**config.mk**
```make
export PLATFORM = sky130hd
export DESIGN_NAME = bms_top
export DESIGN_NICKNAME = d
export VERILOG_FILES = /design/src/hw/bms_pkg.sv /design/src/hw/bms_res_decode.sv /design/src/hw/bms_top.sv
export VERILOG_INCLUDE_DIRS = /design/src /design/src/hw
export SDC_FILE = /design/constraint.sdc
export NUM_CORES = 1
export LEC_CHECK = 0
export BUFFER_PORTS_ARGS = -buffer_cell sky130_fd_sc_hd__buf_2
export CORE_ASPECT_RATIO = 1.5
export CORE_MARGIN = 2
export CORE_UTILIZATION = 54
export CTS_CLUSTER_DIAMETER = 120
export DETAILED_ROUTE_END_ITERATION = 16
export PLACE_DENSITY = 0.74
export SYNTH_ARGS = -nofsm -noshare
export SYNTH_HDL_FRONTEND = slang
export SYNTH_HIERARCHICAL = 1
export SYNTH_SLANG_ARGS = --single-unit
```
**constraint.sdc**
```tcl
create_clock -name i_ref_clk -period 2.7 [get_ports i_ref_clk]
set_clock_uncertainty 0.15 [all_clocks]
set_input_delay 0.27 -clock i_ref_clk [delete_from_list [all_inputs] [get_ports i_ref_clk]]
set_output_delay 0.27 -clock i_ref_clk [all_outputs]
set_load 0.02 [all_outputs]
```
**src/hw/bms_regs.svh**
```systemverilog
`ifndef BMS_REGS_SVH
`define BMS_REGS_SVH

// register offsets on the plain register port
`define BMS_OFS_VOUT1     3'h1
`define BMS_OFS_VOUT2     3'h2
`define BMS_OFS_CTRL      3'h3
`define BMS_OFS_STATUS    3'h5
`define BMS_OFS_ADDR      3'h6
`define BMS_OFS_CODE      3'h7

// control register fields
`define BMS_CTRL_SWEN     0
`define BMS_CTRL_FFREQ    1
`define BMS_CTRL_DVSF     2
`define BMS_CTRL_DISCH    3
`define BMS_CTRL_RAMP_LO  4
`define BMS_CTRL_RAMP_HI  5
`define BMS_CTRL_SRST     7

// status register fields
`define BMS_STAT_LOCKOUT  0
`define BMS_STAT_TSD      1
`define BMS_STAT_RAMPING  2
`define BMS_STAT_PGOOD_N  3

// reset values
`define BMS_RST_VOUT2     8'h64
`define BMS_RST_RAMP      2'h0
`define BMS_RST_LEVEL     5'h10

// resistor level decode
`define BMS_LEVEL_GND     5'h10
`define BMS_CODE_TOP      8'h96
`define BMS_CODE_STEP     8'h0A
`define BMS_GND_CODE      8'h64

// timing
`define BMS_CLK_MHZ       100
`define BMS_T_START_US    650
`define BMS_T_DEGLITCH_US 34
`define BMS_T_GOOD_DLY_US 200
`define BMS_RAMP_BASE_CYC 250

`endif

```
**src/hw/bms_pkg.sv**
```systemverilog
package bms_pkg;

  typedef enum logic [2:0] {
    BMS_ST_OFF   = 3'b000,
    BMS_ST_WAIT  = 3'b001,
    BMS_ST_RAMP  = 3'b010,
    BMS_ST_RUN   = 3'b011,
    BMS_ST_HOLD  = 3'b100,
    BMS_ST_FAULT = 3'b101
  } bms_state_e;

  typedef struct packed {
    logic [1:0] ramp_speed;
    logic       scale_fixed;
    logic       force_ffreq;
    logic       sw_enable;
  } bms_ctrl_s;

endpackage

```
**src/hw/bms_res_decode.sv**
```systemverilog
`timescale 1ns/1ns
`include "bms_regs.svh"

module bms_res_decode #(
  parameter logic [7:0] GND_CODE = `BMS_GND_CODE
) (
  // resistor level, 0 = highest resistor, 16 = grounded
  input  wire logic [4:0] i_level,
  // decoded values
  output logic      [6:0] o_addr,
  output logic      [7:0] o_code
);

  always_comb begin
    o_code = `BMS_CODE_TOP - 8'(8'(i_level[3:0]) * `BMS_CODE_STEP);
    case (i_level)
      5'h00:   o_addr = 7'h46;
      5'h01:   o_addr = 7'h45;
      5'h02:   o_addr = 7'h44;
      5'h03:   o_addr = 7'h43;
      5'h04:   o_addr = 7'h42;
      5'h05:   o_addr = 7'h41;
      5'h06:   o_addr = 7'h48;
      5'h07:   o_addr = 7'h49;
      5'h08:   o_addr = 7'h4A;
      5'h09:   o_addr = 7'h4B;
      5'h0A:   o_addr = 7'h4C;
      5'h0B:   o_addr = 7'h4D;
      5'h0C:   o_addr = 7'h4E;
      5'h0D:   o_addr = 7'h4F;
      5'h0E:   o_addr = 7'h40;
      5'h0F:   o_addr = 7'h47;
      default: begin
        o_addr = 7'h46;
        o_code = GND_CODE;
      end
    endcase
  end

endmodule // bms_res_decode

```
**src/hw/bms_top.sv**
```systemverilog
// Our own choices: the plain strobed port and the address map.
`timescale 1ns/1ns
`include "bms_regs.svh"

module bms_top #(
  parameter bit         GOOD_VARIANT  = 1'b0,
  parameter bit         HW_EN_VARIANT = 1'b1,
  parameter int         START_CYC     = `BMS_T_START_US * `BMS_CLK_MHZ,
  parameter int         GOOD_DLY_CYC  = `BMS_T_GOOD_DLY_US * `BMS_CLK_MHZ,
  parameter int         RAMP_BASE_CYC = `BMS_RAMP_BASE_CYC,
  parameter logic [7:0] GND_CODE      = `BMS_GND_CODE
) (
  // clock and reset
  input  wire logic       i_ref_clk,
  input  wire logic       i_srst,
  // pins and analog status
  input  wire logic       i_chip_on,
  input  wire logic       i_voltage_bank_select,
  input  wire logic       i_low_input_lockout,
  input  wire logic       i_thermal_shutdown,
  input  wire logic       i_out_above_low,
  input  wire logic       i_out_below_high,
  // resistor code converter
  input  wire logic       i_res_valid,
  input  wire logic [4:0] i_res_level,
  output logic            o_res_source_on,
  // register port
  input  wire logic [2:0] i_reg_addr,
  input  wire logic [7:0] i_reg_wdata,
  input  wire logic       i_reg_wr,
  input  wire logic       i_reg_rd,
  output logic      [7:0] o_reg_rdata,
  // converter control
  output logic            o_switching_en,
  output logic            o_forced_fixed_frequency,
  output logic      [7:0] o_setpoint_code,
  output logic            o_discharge_on,
  output logic            o_output_in_window,
  output logic      [6:0] o_target_addr,
  output logic            o_serial_active
);

  localparam int DEGLITCH_CYC = `BMS_T_DEGLITCH_US * `BMS_CLK_MHZ;
  localparam int SCW = $clog2(START_CYC + 1);
  localparam int GCW = $clog2(GOOD_DLY_CYC + 1);
  localparam int DCW = $clog2(DEGLITCH_CYC + 1);
  localparam int RCW = $clog2(RAMP_BASE_CYC * 8 + 1);

  localparam logic [SCW-1:0] START_LAST = SCW'(START_CYC - 1);
  localparam logic [GCW-1:0] GOOD_LAST  = GCW'(GOOD_DLY_CYC - 1);
  localparam logic [DCW-1:0] DG_LAST    = DCW'(DEGLITCH_CYC - 1);
  localparam logic [RCW-1:0] RAMP_BASE  = RCW'(RAMP_BASE_CYC);

  localparam bms_pkg::bms_ctrl_s CTRL_RST = '{
    ramp_speed: `BMS_RST_RAMP,
    scale_fixed: 1'b0,
    force_ffreq: 1'b0,
    sw_enable:  HW_EN_VARIANT
  };

  bms_pkg::bms_state_e state_q;
  bms_pkg::bms_ctrl_s  ctrl_q;

  logic           chip_on_q;
  logic [SCW-1:0] wait_cnt_q;
  logic           res_done_q;
  logic [4:0]     level_q;
  logic [7:0]     vout1_q;
  logic [7:0]     vout2_q;
  logic           disch_q;
  logic [RCW-1:0] ramp_cnt_q;
  logic           reached_q;
  logic [GCW-1:0] good_cnt_q;
  logic           good_ok_q;
  logic           filt_bad_q;
  logic [DCW-1:0] dg_cnt_q;

  logic [6:0] dec_addr;
  logic [7:0] dec_code;
  logic [7:0] target;
  logic       shutdown;
  logic       fault;
  logic       chip_rise;
  logic       wr_ok;
  logic       ctrl_wr;
  logic       soft_rst;
  logic       reg_clr;
  logic       wait_end;
  logic       sw_toggle;
  logic       ramping;
  logic       active;
  logic       comparing;
  logic       raw_bad;
  logic       ramp_tick;
  logic       force_ff;
  logic [RCW-1:0] ramp_last;

  assign shutdown  = ~i_chip_on;
  assign fault     = i_low_input_lockout | i_thermal_shutdown;
  assign chip_rise = i_chip_on & ~chip_on_q;
  assign wr_ok     = i_reg_wr & o_serial_active & i_chip_on;
  assign ctrl_wr   = wr_ok & (i_reg_addr == `BMS_OFS_CTRL);
  assign soft_rst  = ctrl_wr & i_reg_wdata[`BMS_CTRL_SRST];
  assign reg_clr   = i_srst | shutdown | soft_rst;
  assign wait_end  = (state_q == bms_pkg::BMS_ST_WAIT) &&
                     (wait_cnt_q == START_LAST);
  assign sw_toggle = ctrl_wr & ~soft_rst &
                     (i_reg_wdata[`BMS_CTRL_SWEN] != ctrl_q.sw_enable);
  assign active    = (state_q == bms_pkg::BMS_ST_RAMP) ||
                     (state_q == bms_pkg::BMS_ST_RUN);
  assign comparing = active || (state_q == bms_pkg::BMS_ST_HOLD);
  assign ramping   = (o_setpoint_code != target);
  assign raw_bad   = ~(i_out_above_low & i_out_below_high);
  assign force_ff  = ctrl_q.force_ffreq ||
                     (ctrl_q.scale_fixed && ramping &&
                      state_q == bms_pkg::BMS_ST_RUN);

  // bank pin only counts once start-up is over
  assign target = (state_q == bms_pkg::BMS_ST_RUN && i_voltage_bank_select &&
                   !GOOD_VARIANT) ? vout2_q : vout1_q;

  bms_res_decode #(
    .GND_CODE (GND_CODE)
  ) u_decode (
    .i_level (level_q),
    .o_addr  (dec_addr),
    .o_code  (dec_code)
  );

  always_ff @(posedge i_ref_clk) begin
    if (i_srst) begin
      chip_on_q <= 1'b0;
    end else begin
      chip_on_q <= i_chip_on;
    end
  end

  // sequencer
  always_ff @(posedge i_ref_clk) begin
    if (i_srst || shutdown) begin
      state_q <= bms_pkg::BMS_ST_OFF;
    end else if (soft_rst) begin
      state_q <= bms_pkg::BMS_ST_WAIT;
    end else begin
      case (state_q)
        bms_pkg::BMS_ST_OFF: begin
          state_q <= bms_pkg::BMS_ST_WAIT;
        end
        bms_pkg::BMS_ST_WAIT: begin
          if (wait_end) begin
            if (fault) begin
              state_q <= bms_pkg::BMS_ST_FAULT;
            end else if (ctrl_q.sw_enable) begin
              state_q <= bms_pkg::BMS_ST_RAMP;
            end else begin
              state_q <= bms_pkg::BMS_ST_HOLD;
            end
          end
        end
        bms_pkg::BMS_ST_FAULT: begin
          if (!fault) begin
            state_q <= ctrl_q.sw_enable ? bms_pkg::BMS_ST_RAMP
                                        : bms_pkg::BMS_ST_HOLD;
          end
        end
        bms_pkg::BMS_ST_RAMP, bms_pkg::BMS_ST_RUN, bms_pkg::BMS_ST_HOLD: begin
          if (fault) begin
            state_q <= bms_pkg::BMS_ST_FAULT;
          end else if (sw_toggle) begin
            state_q <= i_reg_wdata[`BMS_CTRL_SWEN] ? bms_pkg::BMS_ST_RAMP
                                                   : bms_pkg::BMS_ST_HOLD;
          end else if (state_q == bms_pkg::BMS_ST_RAMP && !ramping) begin
            state_q <= bms_pkg::BMS_ST_RUN;
          end
        end
        default: begin
          state_q <= bms_pkg::BMS_ST_OFF;
        end
      endcase
    end
  end

  // start-up wait
  always_ff @(posedge i_ref_clk) begin
    if (i_srst || state_q != bms_pkg::BMS_ST_WAIT || soft_rst) begin
      wait_cnt_q <= '0;
    end else if (!wait_end) begin
      wait_cnt_q <= wait_cnt_q + SCW'(1);
    end
  end

  always_ff @(posedge i_ref_clk) begin
    if (i_srst) begin
      o_serial_active <= 1'b0;
    end else begin
      o_serial_active <= i_chip_on && !soft_rst &&
                         state_q != bms_pkg::BMS_ST_OFF &&
                         state_q != bms_pkg::BMS_ST_WAIT;
    end
  end

  // resistor conversion, once per enable
  always_ff @(posedge i_ref_clk) begin
    if (i_srst || state_q == bms_pkg::BMS_ST_OFF) begin
      res_done_q      <= 1'b0;
      level_q         <= `BMS_RST_LEVEL;
      o_res_source_on <= 1'b0;
    end else if (o_res_source_on && i_res_valid) begin
      res_done_q      <= 1'b1;
      level_q         <= i_res_level;
      o_res_source_on <= 1'b0;
    end else begin
      o_res_source_on <= (state_q == bms_pkg::BMS_ST_WAIT) && !res_done_q &&
                         !wait_end;
    end
  end

  always_ff @(posedge i_ref_clk) begin
    if (i_srst) begin
      o_target_addr <= 7'h46;
    end else begin
      o_target_addr <= dec_addr;
    end
  end

  // voltage registers
  always_ff @(posedge i_ref_clk) begin
    if (reg_clr || wait_end) begin
      vout1_q <= dec_code;
    end else if (wr_ok && i_reg_addr == `BMS_OFS_VOUT1) begin
      vout1_q <= i_reg_wdata;
    end
  end

  always_ff @(posedge i_ref_clk) begin
    if (reg_clr) begin
      vout2_q <= `BMS_RST_VOUT2;
    end else if (wr_ok && i_reg_addr == `BMS_OFS_VOUT2 && !GOOD_VARIANT) begin
      vout2_q <= i_reg_wdata;
    end
  end

  always_ff @(posedge i_ref_clk) begin
    if (reg_clr) begin
      ctrl_q <= CTRL_RST;
    end else if (ctrl_wr) begin
      ctrl_q.sw_enable   <= i_reg_wdata[`BMS_CTRL_SWEN];
      ctrl_q.force_ffreq <= i_reg_wdata[`BMS_CTRL_FFREQ];
      ctrl_q.scale_fixed <= i_reg_wdata[`BMS_CTRL_DVSF];
      ctrl_q.ramp_speed  <= i_reg_wdata[`BMS_CTRL_RAMP_HI:`BMS_CTRL_RAMP_LO];
    end
  end

  // discharge bit survives shutdown
  always_ff @(posedge i_ref_clk) begin
    if (i_srst || chip_rise) begin
      disch_q <= 1'b0;
    end else if (ctrl_wr && !soft_rst) begin
      disch_q <= i_reg_wdata[`BMS_CTRL_DISCH];
    end
  end

  always_ff @(posedge i_ref_clk) begin
    if (i_srst) begin
      o_discharge_on <= 1'b0;
    end else begin
      o_discharge_on <= disch_q & (shutdown | fault);
    end
  end

  // ramp pacing
  assign ramp_last = RCW'(RAMP_BASE << ctrl_q.ramp_speed) - RCW'(1);
  assign ramp_tick = (ramp_cnt_q >= ramp_last);

  always_ff @(posedge i_ref_clk) begin
    if (i_srst || !active || ramp_tick) begin
      ramp_cnt_q <= '0;
    end else begin
      ramp_cnt_q <= ramp_cnt_q + RCW'(1);
    end
  end

  // setpoint restarts from zero on every fresh ramp
  always_ff @(posedge i_ref_clk) begin
    if (i_srst || shutdown || !active || sw_toggle) begin
      o_setpoint_code <= 8'h00;
    end else if (ramp_tick && ramping) begin
      if (o_setpoint_code < target) begin
        o_setpoint_code <= o_setpoint_code + 8'h01;
      end else if (force_ff) begin
        o_setpoint_code <= o_setpoint_code - 8'h01;
      end else begin
        o_setpoint_code <= target;
      end
    end
  end

  always_ff @(posedge i_ref_clk) begin
    if (i_srst) begin
      o_switching_en           <= 1'b0;
      o_forced_fixed_frequency <= 1'b0;
    end else begin
      o_switching_en           <= active && !shutdown && !fault &&
                                  !sw_toggle && !soft_rst;
      o_forced_fixed_frequency <= force_ff;
    end
  end

  // power-good start-up delay
  always_ff @(posedge i_ref_clk) begin
    if (i_srst || !comparing) begin
      reached_q  <= 1'b0;
      good_cnt_q <= '0;
      good_ok_q  <= 1'b0;
    end else begin
      if (state_q == bms_pkg::BMS_ST_RUN) begin
        reached_q <= 1'b1;
      end
      if (reached_q && !good_ok_q) begin
        if (good_cnt_q == GOOD_LAST) begin
          good_ok_q <= 1'b1;
        end else begin
          good_cnt_q <= good_cnt_q + GCW'(1);
        end
      end
    end
  end

  // power-good deglitch
  always_ff @(posedge i_ref_clk) begin
    if (i_srst || !comparing) begin
      filt_bad_q <= 1'b1;
      dg_cnt_q   <= '0;
    end else if (raw_bad == filt_bad_q) begin
      dg_cnt_q <= '0;
    end else if (dg_cnt_q == DG_LAST) begin
      filt_bad_q <= raw_bad;
      dg_cnt_q   <= '0;
    end else begin
      dg_cnt_q <= dg_cnt_q + DCW'(1);
    end
  end

  always_ff @(posedge i_ref_clk) begin
    if (i_srst || shutdown || fault || !comparing || !GOOD_VARIANT) begin
      o_output_in_window <= 1'b1;
    end else begin
      o_output_in_window <= filt_bad_q | ~good_ok_q;
    end
  end

  // register reads, data one cycle after the strobe
  always_ff @(posedge i_ref_clk) begin
    if (i_srst || !(i_reg_rd && o_serial_active && i_chip_on)) begin
      o_reg_rdata <= 8'h00;
    end else begin
      o_reg_rdata <= 8'h00;
      case (i_reg_addr)
        `BMS_OFS_VOUT1: begin
          o_reg_rdata <= vout1_q;
        end
        `BMS_OFS_VOUT2: begin
          o_reg_rdata <= GOOD_VARIANT ? 8'h00 : vout2_q;
        end
        `BMS_OFS_CTRL: begin
          o_reg_rdata[`BMS_CTRL_SWEN]  <= ctrl_q.sw_enable;
          o_reg_rdata[`BMS_CTRL_FFREQ] <= ctrl_q.force_ffreq;
          o_reg_rdata[`BMS_CTRL_DVSF]  <= ctrl_q.scale_fixed;
          o_reg_rdata[`BMS_CTRL_DISCH] <= disch_q;
          o_reg_rdata[`BMS_CTRL_RAMP_HI:`BMS_CTRL_RAMP_LO] <=
            ctrl_q.ramp_speed;
        end
        `BMS_OFS_STATUS: begin
          o_reg_rdata[`BMS_STAT_LOCKOUT] <= i_low_input_lockout;
          o_reg_rdata[`BMS_STAT_TSD]     <= i_thermal_shutdown;
          o_reg_rdata[`BMS_STAT_RAMPING] <= ramping;
          o_reg_rdata[`BMS_STAT_PGOOD_N] <= o_output_in_window;
        end
        `BMS_OFS_ADDR: begin
          o_reg_rdata <= {1'b0, o_target_addr};
        end
        `BMS_OFS_CODE: begin
          o_reg_rdata <= {3'b000, level_q};
        end
        default: begin
          o_reg_rdata <= 8'h00;
        end
      endcase
    end
  end

endmodule // bms_top

```
Word level (Yosys, flattened, before mapping)
Index checks and enable logic that the tools add are counted.
W data, S select, Z words.
{"block": "op_classes", "add_sub_neg": 6, "mul": 1, "div": 0, "n_lt_le_gt_ge": 2, "eq_ne": 36, "n_shift": 1, "muxes": 20, "bitwise_logic": 15, "reduce_logical": 52}
{"op": "$pmux W4 S15", "n": 1}
{"op": "$mux W8", "n": 6}
{"op": "$eq A5 B4 Y1 const B", "n": 8}
{"op": "$mux W3", "n": 8}
{"op": "$pmux W4 S6", "n": 1}
{"op": "$logic_and A1 B1 Y1", "n": 21}
{"op": "$eq A5 B3 Y1 const B", "n": 4}
{"op": "$add A16 B1 Y16 const B", "n": 1}
{"op": "$eq A16 B16 Y1 const B", "n": 1}
{"op": "$reduce_or A16 Y1", "n": 1}
{"op": "$eq A3 B3 Y1 const B", "n": 5}
{"op": "$logic_or A1 B1 Y1", "n": 13}
{"op": "$eq A3 B2 Y1 const B", "n": 4}
{"op": "$pmux W3 S4", "n": 1}
{"op": "$add A11 B1 Y11 const B", "n": 1}
{"op": "$ge A11 B11 Y1", "n": 1}
{"op": "$shl A8 B2 Y11 const A", "n": 1}
{"op": "$sub A11 B1 Y11 const B", "n": 1}
{"op": "$eq A5 B2 Y1 const B", "n": 2}
{"op": "$pmux W2 S5", "n": 1}
{"op": "$add A8 B1 Y8 const B", "n": 1}
{"op": "$and A1 B1 Y1", "n": 8}
{"op": "$logic_not A1 Y1", "n": 8}
{"op": "$lt A8 B8 Y1", "n": 1}
{"op": "other kinds (23)", "n": 33}
{"block": "totals", "register_bits": 87, "latchBits": 0, "mem_bits_rw": 0, "romBits": 0, "n_memories": 0}

Logic depth before layout (Yosys ltp)
Gate-level depths: netlist of run 1.
{"block": "depth", "word_depth": 11, "ltp_mapped": 13}

Cells and area by module
The synthesis of run 1 kept the hierarchy.
{"module": "bms_top", "n_inst": 1, "cells_per_inst": 521, "area_per_inst_um2": 4860.9, "seq_area_each_um2": 1821.7}
{"module": "bms_res_decode", "n_inst": 1, "cells_per_inst": 47, "area_per_inst_um2": 324.1, "seq_area_each_um2": 0.0}

Worst setup path after synthesis of run 1
No wires, ideal clock.
{"block": "synth_path", "path_type": "flip-flop to flip-flop", "start": "reg state_q[2]", "end": "reg o_setpoint_code[2]", "t_arrival_ns": 2.490, "path_slack_ns": -0.058, "stages_incl_launch_ff": 12, "n_path_buf": 1, "synth_period_minus_slack_ns": 2.758, "cell_sequence": "dfxtp_1 -> and2b_1 -> nand3_2 -> mux2i_1 -> ha_1 -> a21oi_1 -> a21boi_1 -> nor2_1 -> nand2_1 -> buf_2 -> a211o_1 -> a32o_1"}
{"block": "synth_between", "elab_chain_cells": 9, "word_cells_on_any_way": 16, "cone_classes": "order compare: 1; eq/ne: 3; mux: 3; reduce/logical: 9"}
{"element": "start: declaration", "line_no": "bms_top.sv:61", "text": "bms_pkg::bms_state_e state_q;"}
{"element": "start signal: assignment", "line_no": "bms_top.sv:141", "text": "state_q <= bms_pkg::BMS_ST_OFF;"}
{"element": "start signal: assignment", "line_no": "bms_top.sv:143", "text": "state_q <= bms_pkg::BMS_ST_WAIT;"}
{"element": "start signal: assignment", "line_no": "bms_top.sv:147", "text": "state_q <= bms_pkg::BMS_ST_WAIT;"}
{"element": "$eq A3 B2 Y1", "line_no": "bms_top.sv:110, bms_top.sv:116, bms_top.sv:119"}
{"element": "$logic_and A1 B1 Y1", "line_no": "bms_top.sv:119", "text": "assign target = (state_q == bms_pkg::BMS_ST_RUN && i_voltage_bank_select &&"}
{"element": "$mux W8", "line_no": "bms_top.sv:120", "text": "!GOOD_VARIANT) ? vout2_q : vout1_q;"}
{"element": "$ne A8 B8 Y1", "line_no": "bms_top.sv:112", "text": "assign ramping = (o_setpoint_code != target);"}
{"element": "$logic_and A1 B1 Y1 (2 in a row)", "line_no": "bms_top.sv:115", "text": "(ctrl_q.scale_fixed && ramping &&"}
{"element": "$logic_or A1 B1 Y1", "line_no": "bms_top.sv:114", "text": "assign force_ff = ctrl_q.force_ffreq ||"}
{"element": "$mux W8", "line_no": "bms_top.sv:290", "text": "end else if (force_ff) begin"}
{"element": "$mux W8", "line_no": "bms_top.sv:288", "text": "if (o_setpoint_code < target) begin"}
{"element": "end signal: assignment", "line_no": "bms_top.sv:289", "text": "o_setpoint_code <= o_setpoint_code + 8'h01;"}
{"element": "end signal: assignment", "line_no": "bms_top.sv:291", "text": "o_setpoint_code <= o_setpoint_code - 8'h01;"}
{"element": "end signal: assignment", "line_no": "bms_top.sv:293", "text": "o_setpoint_code <= target;"}
{"element": "end: declaration", "line_no": "bms_top.sv:36", "text": "output logic [7:0] o_setpoint_code,"}
Several ways; a longest one is shown, not always the timed one.
A chain may end at the register's enable or synchronous reset.

Worst setup path after layout of run 1
{"block": "layout_path", "start": "reg state_q[2]", "end": "reg o_setpoint_code[0]"}
Same word-level chain as after synthesis.

==> results of run 1 <==
[registers in the layout, summed over array words and instances, names as in the netlist, 3 cells and up]
register	cells
ctrl_q	5
level_q	5
o_reg_rdata	8
o_setpoint_code	8
o_target_addr	7
ramp_cnt_q	11
state_q	3
vout1_q	8
vout2_q	8
wait_cnt_q	16
[placed cells by master (no fill, tap or decap), drive strengths merged, types with 14 or more instances in the layout]
cell type | synthesis | routed
o21ai | 21 | 21
buf | 18 | 102
mux2i | 27 | 27
nand2 | 42 | 42
xor2 | 19 | 19
nand3 | 32 | 32
dfxtp | 79 | 79
nor2b | 15 | 15
inv | 17 | 18
ha | 33 | 33
a21oi | 25 | 25
nor2 | 65 | 65
and3 | 14 | 14
[per-layer routing]
layer / track usage [%] / share of wire, % / up-vias
met5: 0 / 0 / -
met4: 16.13 / 5.8 / 0
met3: 4.506 / 5.8 / 70
met2: 49.55 / 51 / 200
met1: 28.46 / 37 / 2258
li1: - / - / 2222
[final timing paths]
check                                          end  slack (ns)  cells past startpoint
worst max-delay path            o_setpoint_code[0]       -0.19                     11
worst min-delay path                    vout2_q[6]        0.03                      3
worst max register to register  o_setpoint_code[0]       -0.19                     11
worst min register to register             disch_q        0.31                      2
[worst max-delay path, stage by stage, from the launching register on]
cell and delay, ns:
dfxtp_2 0.32, and2b_2 0.23, nand3_4 0.16, mux2i_1 0.22
buf_4 0.14, ha_4 0.19, nor2b_4 0.12, o211ai_1 0.24
a21o_1 0.23, nand2_4 0.12, a311oi_2 0.46, o221a_1 0.25
[power by group]
part | internal, mW | switching [mW] | total (mW)
Clock | 0.828 | 0.534 | 1.36
Sequential | 1.32 | 0.0135 | 1.33
Combinational | 0.101 | 0.139 | 0.241
Total | 2.25 | 0.687 | 2.94
[layout make-up]
| cell class | count | share of cell area [%] |
|---|---|---|
| multi-input combinational | 441 | 52.22 |
| sequential | 87 | 28.69 |
| timing repair buffer | 102 | 10.74 |
| clock buffer | 13 | 4.424 |
| tap | 112 | 2.202 |
| inverter | 17 | 1.003 |
| clock inverter | 3 | 0.7275 |
[metrics by stage]
stage	util, %	hold WS, ns
global route	68.37	0.04103
detailed placement	61.96	0.3070
global placement	61.96	0.2918
finish	68.37	0.03472
floorplan	-	0.2121
CTS	67.31	0.03202
[timing repair]
action	in CTS	in global routing
endpoints found under the setup margin	14	22
resized for setup	23	16
buffers inserted	6	3
cloned	1	1
pin swaps	14	5
[cells by family (layout without fill, tap and decap cells)]
kind of cell	count (synthesis)	in the layout	share of synthesized area, %
AO/OA/AOI/OAI	105	106	14.53
flip-flops	87	87	35.14
XOR/XNOR	31	31	5.236
AND/OR/NAND/NOR	225	225	23.82
adder cells (fa/ha/maj)	34	34	8.350
multiplexers	40	40	8.615
other	3	5	0.2172
buffers and inverters	43	135	4.102
==> run_results.csv, run 1 <==
group,metric,value,unit
outcome,status,"finished, violations left",
outcome,violations,"negative setup slack",
timing,maxSlewViolCount,0,
logic_synthesis,async_flop_share,0,%
layout,antennaDiodeCount,0,
min_path,hp-start,"i_reg_wdata[6]",
floorplanning,rows,43,
drt,routed_wl,14110,um
global_routing,antenna_found_initial,0,
clock_tree,root_buffer,"clkbuf_16",
worst_setup_path,cp_max_fo,7,
logic_synthesis,synth_top_area_share,30.50,%
worst_setup_path,critPathLaunch,"state_q[2]",
worst_setup_path,critical_path_arrival,3.03,ns
layout,regArea,1826,um^2
placement,placed_area,5767,um^2
run,drv_cap,0,
power,power.leakage,2.684,nW
timing,finalSetupTns,-1.455,ns
logic_synthesis,ys.flop_type,"dfxtp_1",
drt,vias_per_cell,6.129,
global_routing,overflow,0,
placement,place_ws,-0.1856,ns
drt,antenna_left,0,
logic_synthesis,synth_edf_count,8,
clock_tree,numClockSinks,87,
timing,final-setup-viol-count,11,
placement,hpwl,9856,um
logic_synthesis,yosysTopAreaCell,"dfxtp_1",
clock_tree,cts_hold_buf,0,
floorplanning,fp.dieH,124.0,um
logic_synthesis,yosysWarnings,6,
global_routing,grt_start_max_net_pins,18,
drt,vias,4750,
worst_setup_path,r2r-start,"state_q[2]",
placement,portBuffers,52,
min_path,hp-class,"primary input to register",
floorplanning,dieArea,10420,um^2
floorplanning,ios,56,
power,p_total,2.935,mW
timing,relSlewSlack,50.16,%
drt,drtPass1Iterations,5,
timing,rsz0062_at_grt,"yes",
clock_tree,cts_max_level,3,
timing,min_period,2.891,ns
worst_setup_path,critPathCaptureType,"register",
clock_tree,clockBufferDepth,2,
layout,area_growth,22.73,%
worst_setup_path,criticalPathCategory,"register to register",
logic_synthesis,ys_top_cells_by_count,"79 x dfxtp_1, 61 x nor2_1, 42 x nand2_1",
logic_synthesis,avgSynthCellArea,9.128,um^2
clock_tree,clkTransAtPathRegs,0.06,ns
clock_tree,cts_buffers,9,
floorplanning,dieWidth,84.01,um
logic_synthesis,syn-cell-area,5185,um^2
clock_tree,clock_latency,0.35,ns
layout,fin_area,6364,um^2
timing,hold_viol,0,
layout,nNetsFinal,719,
global_routing,grt.total_usage,26.80,%
worst_setup_path,critPathLaunchType,"register",
drt,drtIter0Drc,274,
logic_synthesis,synth_most_common_cell,"dfxtp_1",
timing,worstMarginPinSlew,0.7408,ns
drt,post-route-drc-count,0,
placement,gp_congestion,0.9228,
drt,wl_per_cell,18.20,um
floorplanning,initial_utilization,55.71,%
layout,fin_cells,775,
clock_tree,cts_tree,"yes",
layout,multi_input_area,3323,um^2
logic_synthesis,seq_area_frac_synth,35.14,%
power,ir_worst_vdd,0.5166,mV
logic_synthesis,postSynthCellCount,568,
logic_synthesis,yosys_register_bits,87,
global_routing,grt_pass1_vias,4579,
logic_synthesis,ys_top_cells_by_area,"dfxtp_1 31%, ha_1 8.0%, mux2i_1 5.2%",
worst_setup_path,critical_path_required,2.84,ns
global_routing,grt_pass1_wl,22120,um
power,p_per_area,461.2,nW/um^2
placement,dpl.cell_count,748,
logic_synthesis,synth_cell_types,77,
timing,worst_slack,-0.1908,ns
layout,drive_gt1_share,27.60,%
timing,max_freq,0.3459,GHz
layout,fillCellCount,728,
floorplanning,core,9308,um^2
timing,timing.final.crit_share,107.1,%
No activity file was read; power rests on OpenSTA's default activity.
==> run 2, diff against run 1 <==
--- a/config.mk
+++ b/config.mk
@@ -10,9 +10,11 @@
 export CORE_ASPECT_RATIO = 1.5
 export CORE_MARGIN = 2
 export CORE_UTILIZATION = 54
+export CTS_BUF_LIST = sky130_fd_sc_hd__clkbuf_4 sky130_fd_sc_hd__clkbuf_8 sky130_fd_sc_hd__clkbuf_16
 export CTS_CLUSTER_DIAMETER = 120
 export DETAILED_ROUTE_END_ITERATION = 16
 export PLACE_DENSITY = 0.74
+export SLEW_MARGIN = 20
 export SYNTH_ARGS = -nofsm -noshare
 export SYNTH_HDL_FRONTEND = slang
 export SYNTH_HIERARCHICAL = 1
==> run 2 against run 1 <==
  * Cell count stayed put
  * Wire length is 0.22% lower
  * Total power rose by 0.38%
  * Register-to-register slack hardly changed
  * Combinational power about the same
  * Count of clock-buffer cells in the layout unchanged
  * Die area is the same
  * Largest power group unchanged
  * Critical path type unchanged
  * Sequential power hardly changed
  * Maximum frequency is 0.28% higher
  * The flow still finishes with violations (negative setup slack)
  * Global-route usage hardly changed
  * Clock power hardly changed
==> run_results.csv, run 2 (synthesis results as in run 1) <==
group,metric,value,unit
outcome,status,"finished, violations left",
outcome,violations,"negative setup slack",
worst_setup_path,crit_slowest_cell,"a311oi_2",
layout,area_growth,22.80,%
clock_tree,root_buffer,"clkbuf_16",
global_routing,grt_start_max_net_pins,18,
worst_setup_path,critical_path_required,2.84,ns
global_routing,grt_use_met3,4.506,%
worst_setup_path,path_buf_inv,1,
timing,rsz0062_at_grt,"yes",
layout,fin_cells,775,
floorplanning,dieArea,10420,um^2
layout,final_common_cell,"dfxtp_1",
placement,dpl.cell_count,748,
drt,wl_per_cell,18.16,um
timing,timing.final.crit_share,106.8,%
timing,worst_slack,-0.1827,ns
drt,routed_wl,14080,um
placement,portBuffers,52,
global_routing,overflow,0,
layout,nNetsFinal,719,
global_routing,grt_busiest_layer,"met2",
worst_setup_path,critical_path.top_delay_family,"compound AO/OA/AOI/OAI gates",
min_path,hp-start,"i_res_level[1]",
clock_tree,cts_buffers,9,
global_routing,grt.total_usage,26.78,%
worst_setup_path,critPathCaptureType,"register",
worst_setup_path,rr_endpoint,"o_setpoint_code[0]",
worst_setup_path,r2r-start,"state_q[2]",
floorplanning,dieWidth,84.01,um
worst_setup_path,criticalPathCategory,"register to register",
timing,holdWs,0.03583,ns
clock_tree,cts_hold_buf,0,
drt,post-route-drc-count,0,
drt,vias_per_cell,6.102,
min_path,hp-class,"primary input to register",
global_routing,antenna_found_initial,0,
global_routing,grt_pass1_wl,22110,um
power,ir_worst_vdd,0.5148,mV
layout,largest_register_ff_count,16,
layout,drive_gt1_share,27.75,%
layout,antennaDiodeCount,0,
clock_tree,clkTransAtPathRegs,0.06,ns
floorplanning,rows,43,
power,power.leakage,2.688,nW
worst_setup_path,critical_path_arrival,3.02,ns
drt,drtPass1Iterations,6,
global_routing,grt_pass1_vias,4581,
worst_setup_path,max_stage_delay,0.45,ns
worst_setup_path,reg2reg_depth,11,
run,drv_cap,0,
drt,vias,4729,
worst_setup_path,critPathLaunch,"state_q[2]",
floorplanning,fp.dieH,124.0,um
global_routing,use_met2,49.55,%
timing,final-setup-viol-count,11,
clock_tree,numClockSinks,87,
timing,maxSlewViolCount,0,
worst_setup_path,timing.reg2reg.setup_slack,-0.18,ns
clock_tree,cts_max_level,3,
min_path,holdPathStages,3,
clock_tree,clock_latency,0.35,ns
clock_tree,clockBufferDepth,2,
placement,hpwl,9856,um
worst_setup_path,critPathLaunchType,"register",
drt,drtIter0Drc,271,
worst_setup_path,cp_max_fo,7,
timing,max_freq,0.3469,GHz
worst_setup_path,worstPathCellList,"and2b_2 -> nand3_4 -> mux2i_1 -> buf_4 -> ha_4 -> nor2b_4 -> o211ai_1 -> a21o_1 -> nand2_4 -> a311oi_2 -> o221a_1",
floorplanning,initial_utilization,55.71,%
drt,antenna_left,0,
timing,hold_viol,0,
clock_tree,cts_tree,"yes",
power,p_per_area,462.7,nW/um^2
layout,top_regs,"wait_cnt_q (16), ramp_cnt_q (11)",
global_routing,grt.met1_usage,28.42,%
timing,min_period,2.883,ns
placement,gp_congestion,0.9228,
timing,relSlewSlack,50.19,%
floorplanning,ios,56,
layout,max_flop_register,"wait_cnt_q",
floorplanning,core,9308,um^2
min_path,hold_end,"level_q[1]",
timing,worstMarginPinSlew,0.7403,ns
layout,final_cell_mix,"76 x dfxtp_1, 60 x nor2_1, 52 x buf_2, 44 x buf_4, 40 x nand2_1",
## run 2: worst register-to-register path, cell delays in order (launching register included)
cell	delay (ns)
dfxtp_2	0.32
and2b_2	0.23
nand3_4	0.17
mux2i_1	0.22
buf_4	0.14
ha_4	0.19
nor2b_4	0.12
o211ai_1	0.24
a21o_1	0.23
nand2_4	0.12
a311oi_2	0.46
o221a_1	0.25
## run 2: report_power, final
part           switching (mW)  total, mW  leakage (nW)  internal [mW]
logic                   0.139      0.241          1.81          0.101
registers              0.0136       1.33         0.719           1.32
clock network           0.535       1.37         0.161          0.838
## run 2: repair_timing
action                                  in CTS  in global routing
setup buffers                                6                  3
gates resized for setup                     23                 16
pin swaps                                   14                  5
hold endpoints to repair                     0                  0
endpoints found under the setup margin      14                 22
gates cloned                                 1                  1
## run 2: worst max path at each step
stage	endpoint	slack, ns	cells after the start
2_1_floorplan	o_setpoint_code[2]	0.02	11
3_3_place_gp	o_setpoint_code[4]	-0.11	11
3_5_place_dp	o_setpoint_code[5]	-0.19	11
4_1_cts	o_setpoint_code[6]	-0.1	12
5_1_grt	o_setpoint_code[0]	-0.26	9
6_report	o_setpoint_code[0]	-0.18	11
## run 2: per-layer routing
layer / wire [um] / part of all wire, %
met2: 7275 / 52
met5: 0 / 0
met1: 5264 / 37
met3: 778 / 5.5
met4: 756 / 5.4
## run 2: cell type report
type | count | area, um^2
Sequential cell | 87 | 1826
Timing Repair Buffer | 102 | 683.2
Fill cell | 727 | 2940
Clock inverter | 3 | 46.29
Tap cell | 112 | 140.1
Multi-Input combinational cell | 441 | 3323
Inverter | 17 | 63.81
Clock buffer | 13 | 285.3
## run 2: per-stage QoR
stage	TNS (ns)	setup slack (ns)	power, mW	cell area, um^2	utilization (%)
after detailed placement	-1.317	-0.1856	1.571	5767	61.96
final	-1.463	-0.1827	2.946	6367	68.41
after global placement	-0.6183	-0.1139	1.565	5767	61.96
after CTS	-0.7660	-0.09576	2.936	6269	67.35
after floorplan	0	0.02145	1.495	5202	-
after global routing	-2.656	-0.2597	3.017	6367	68.41
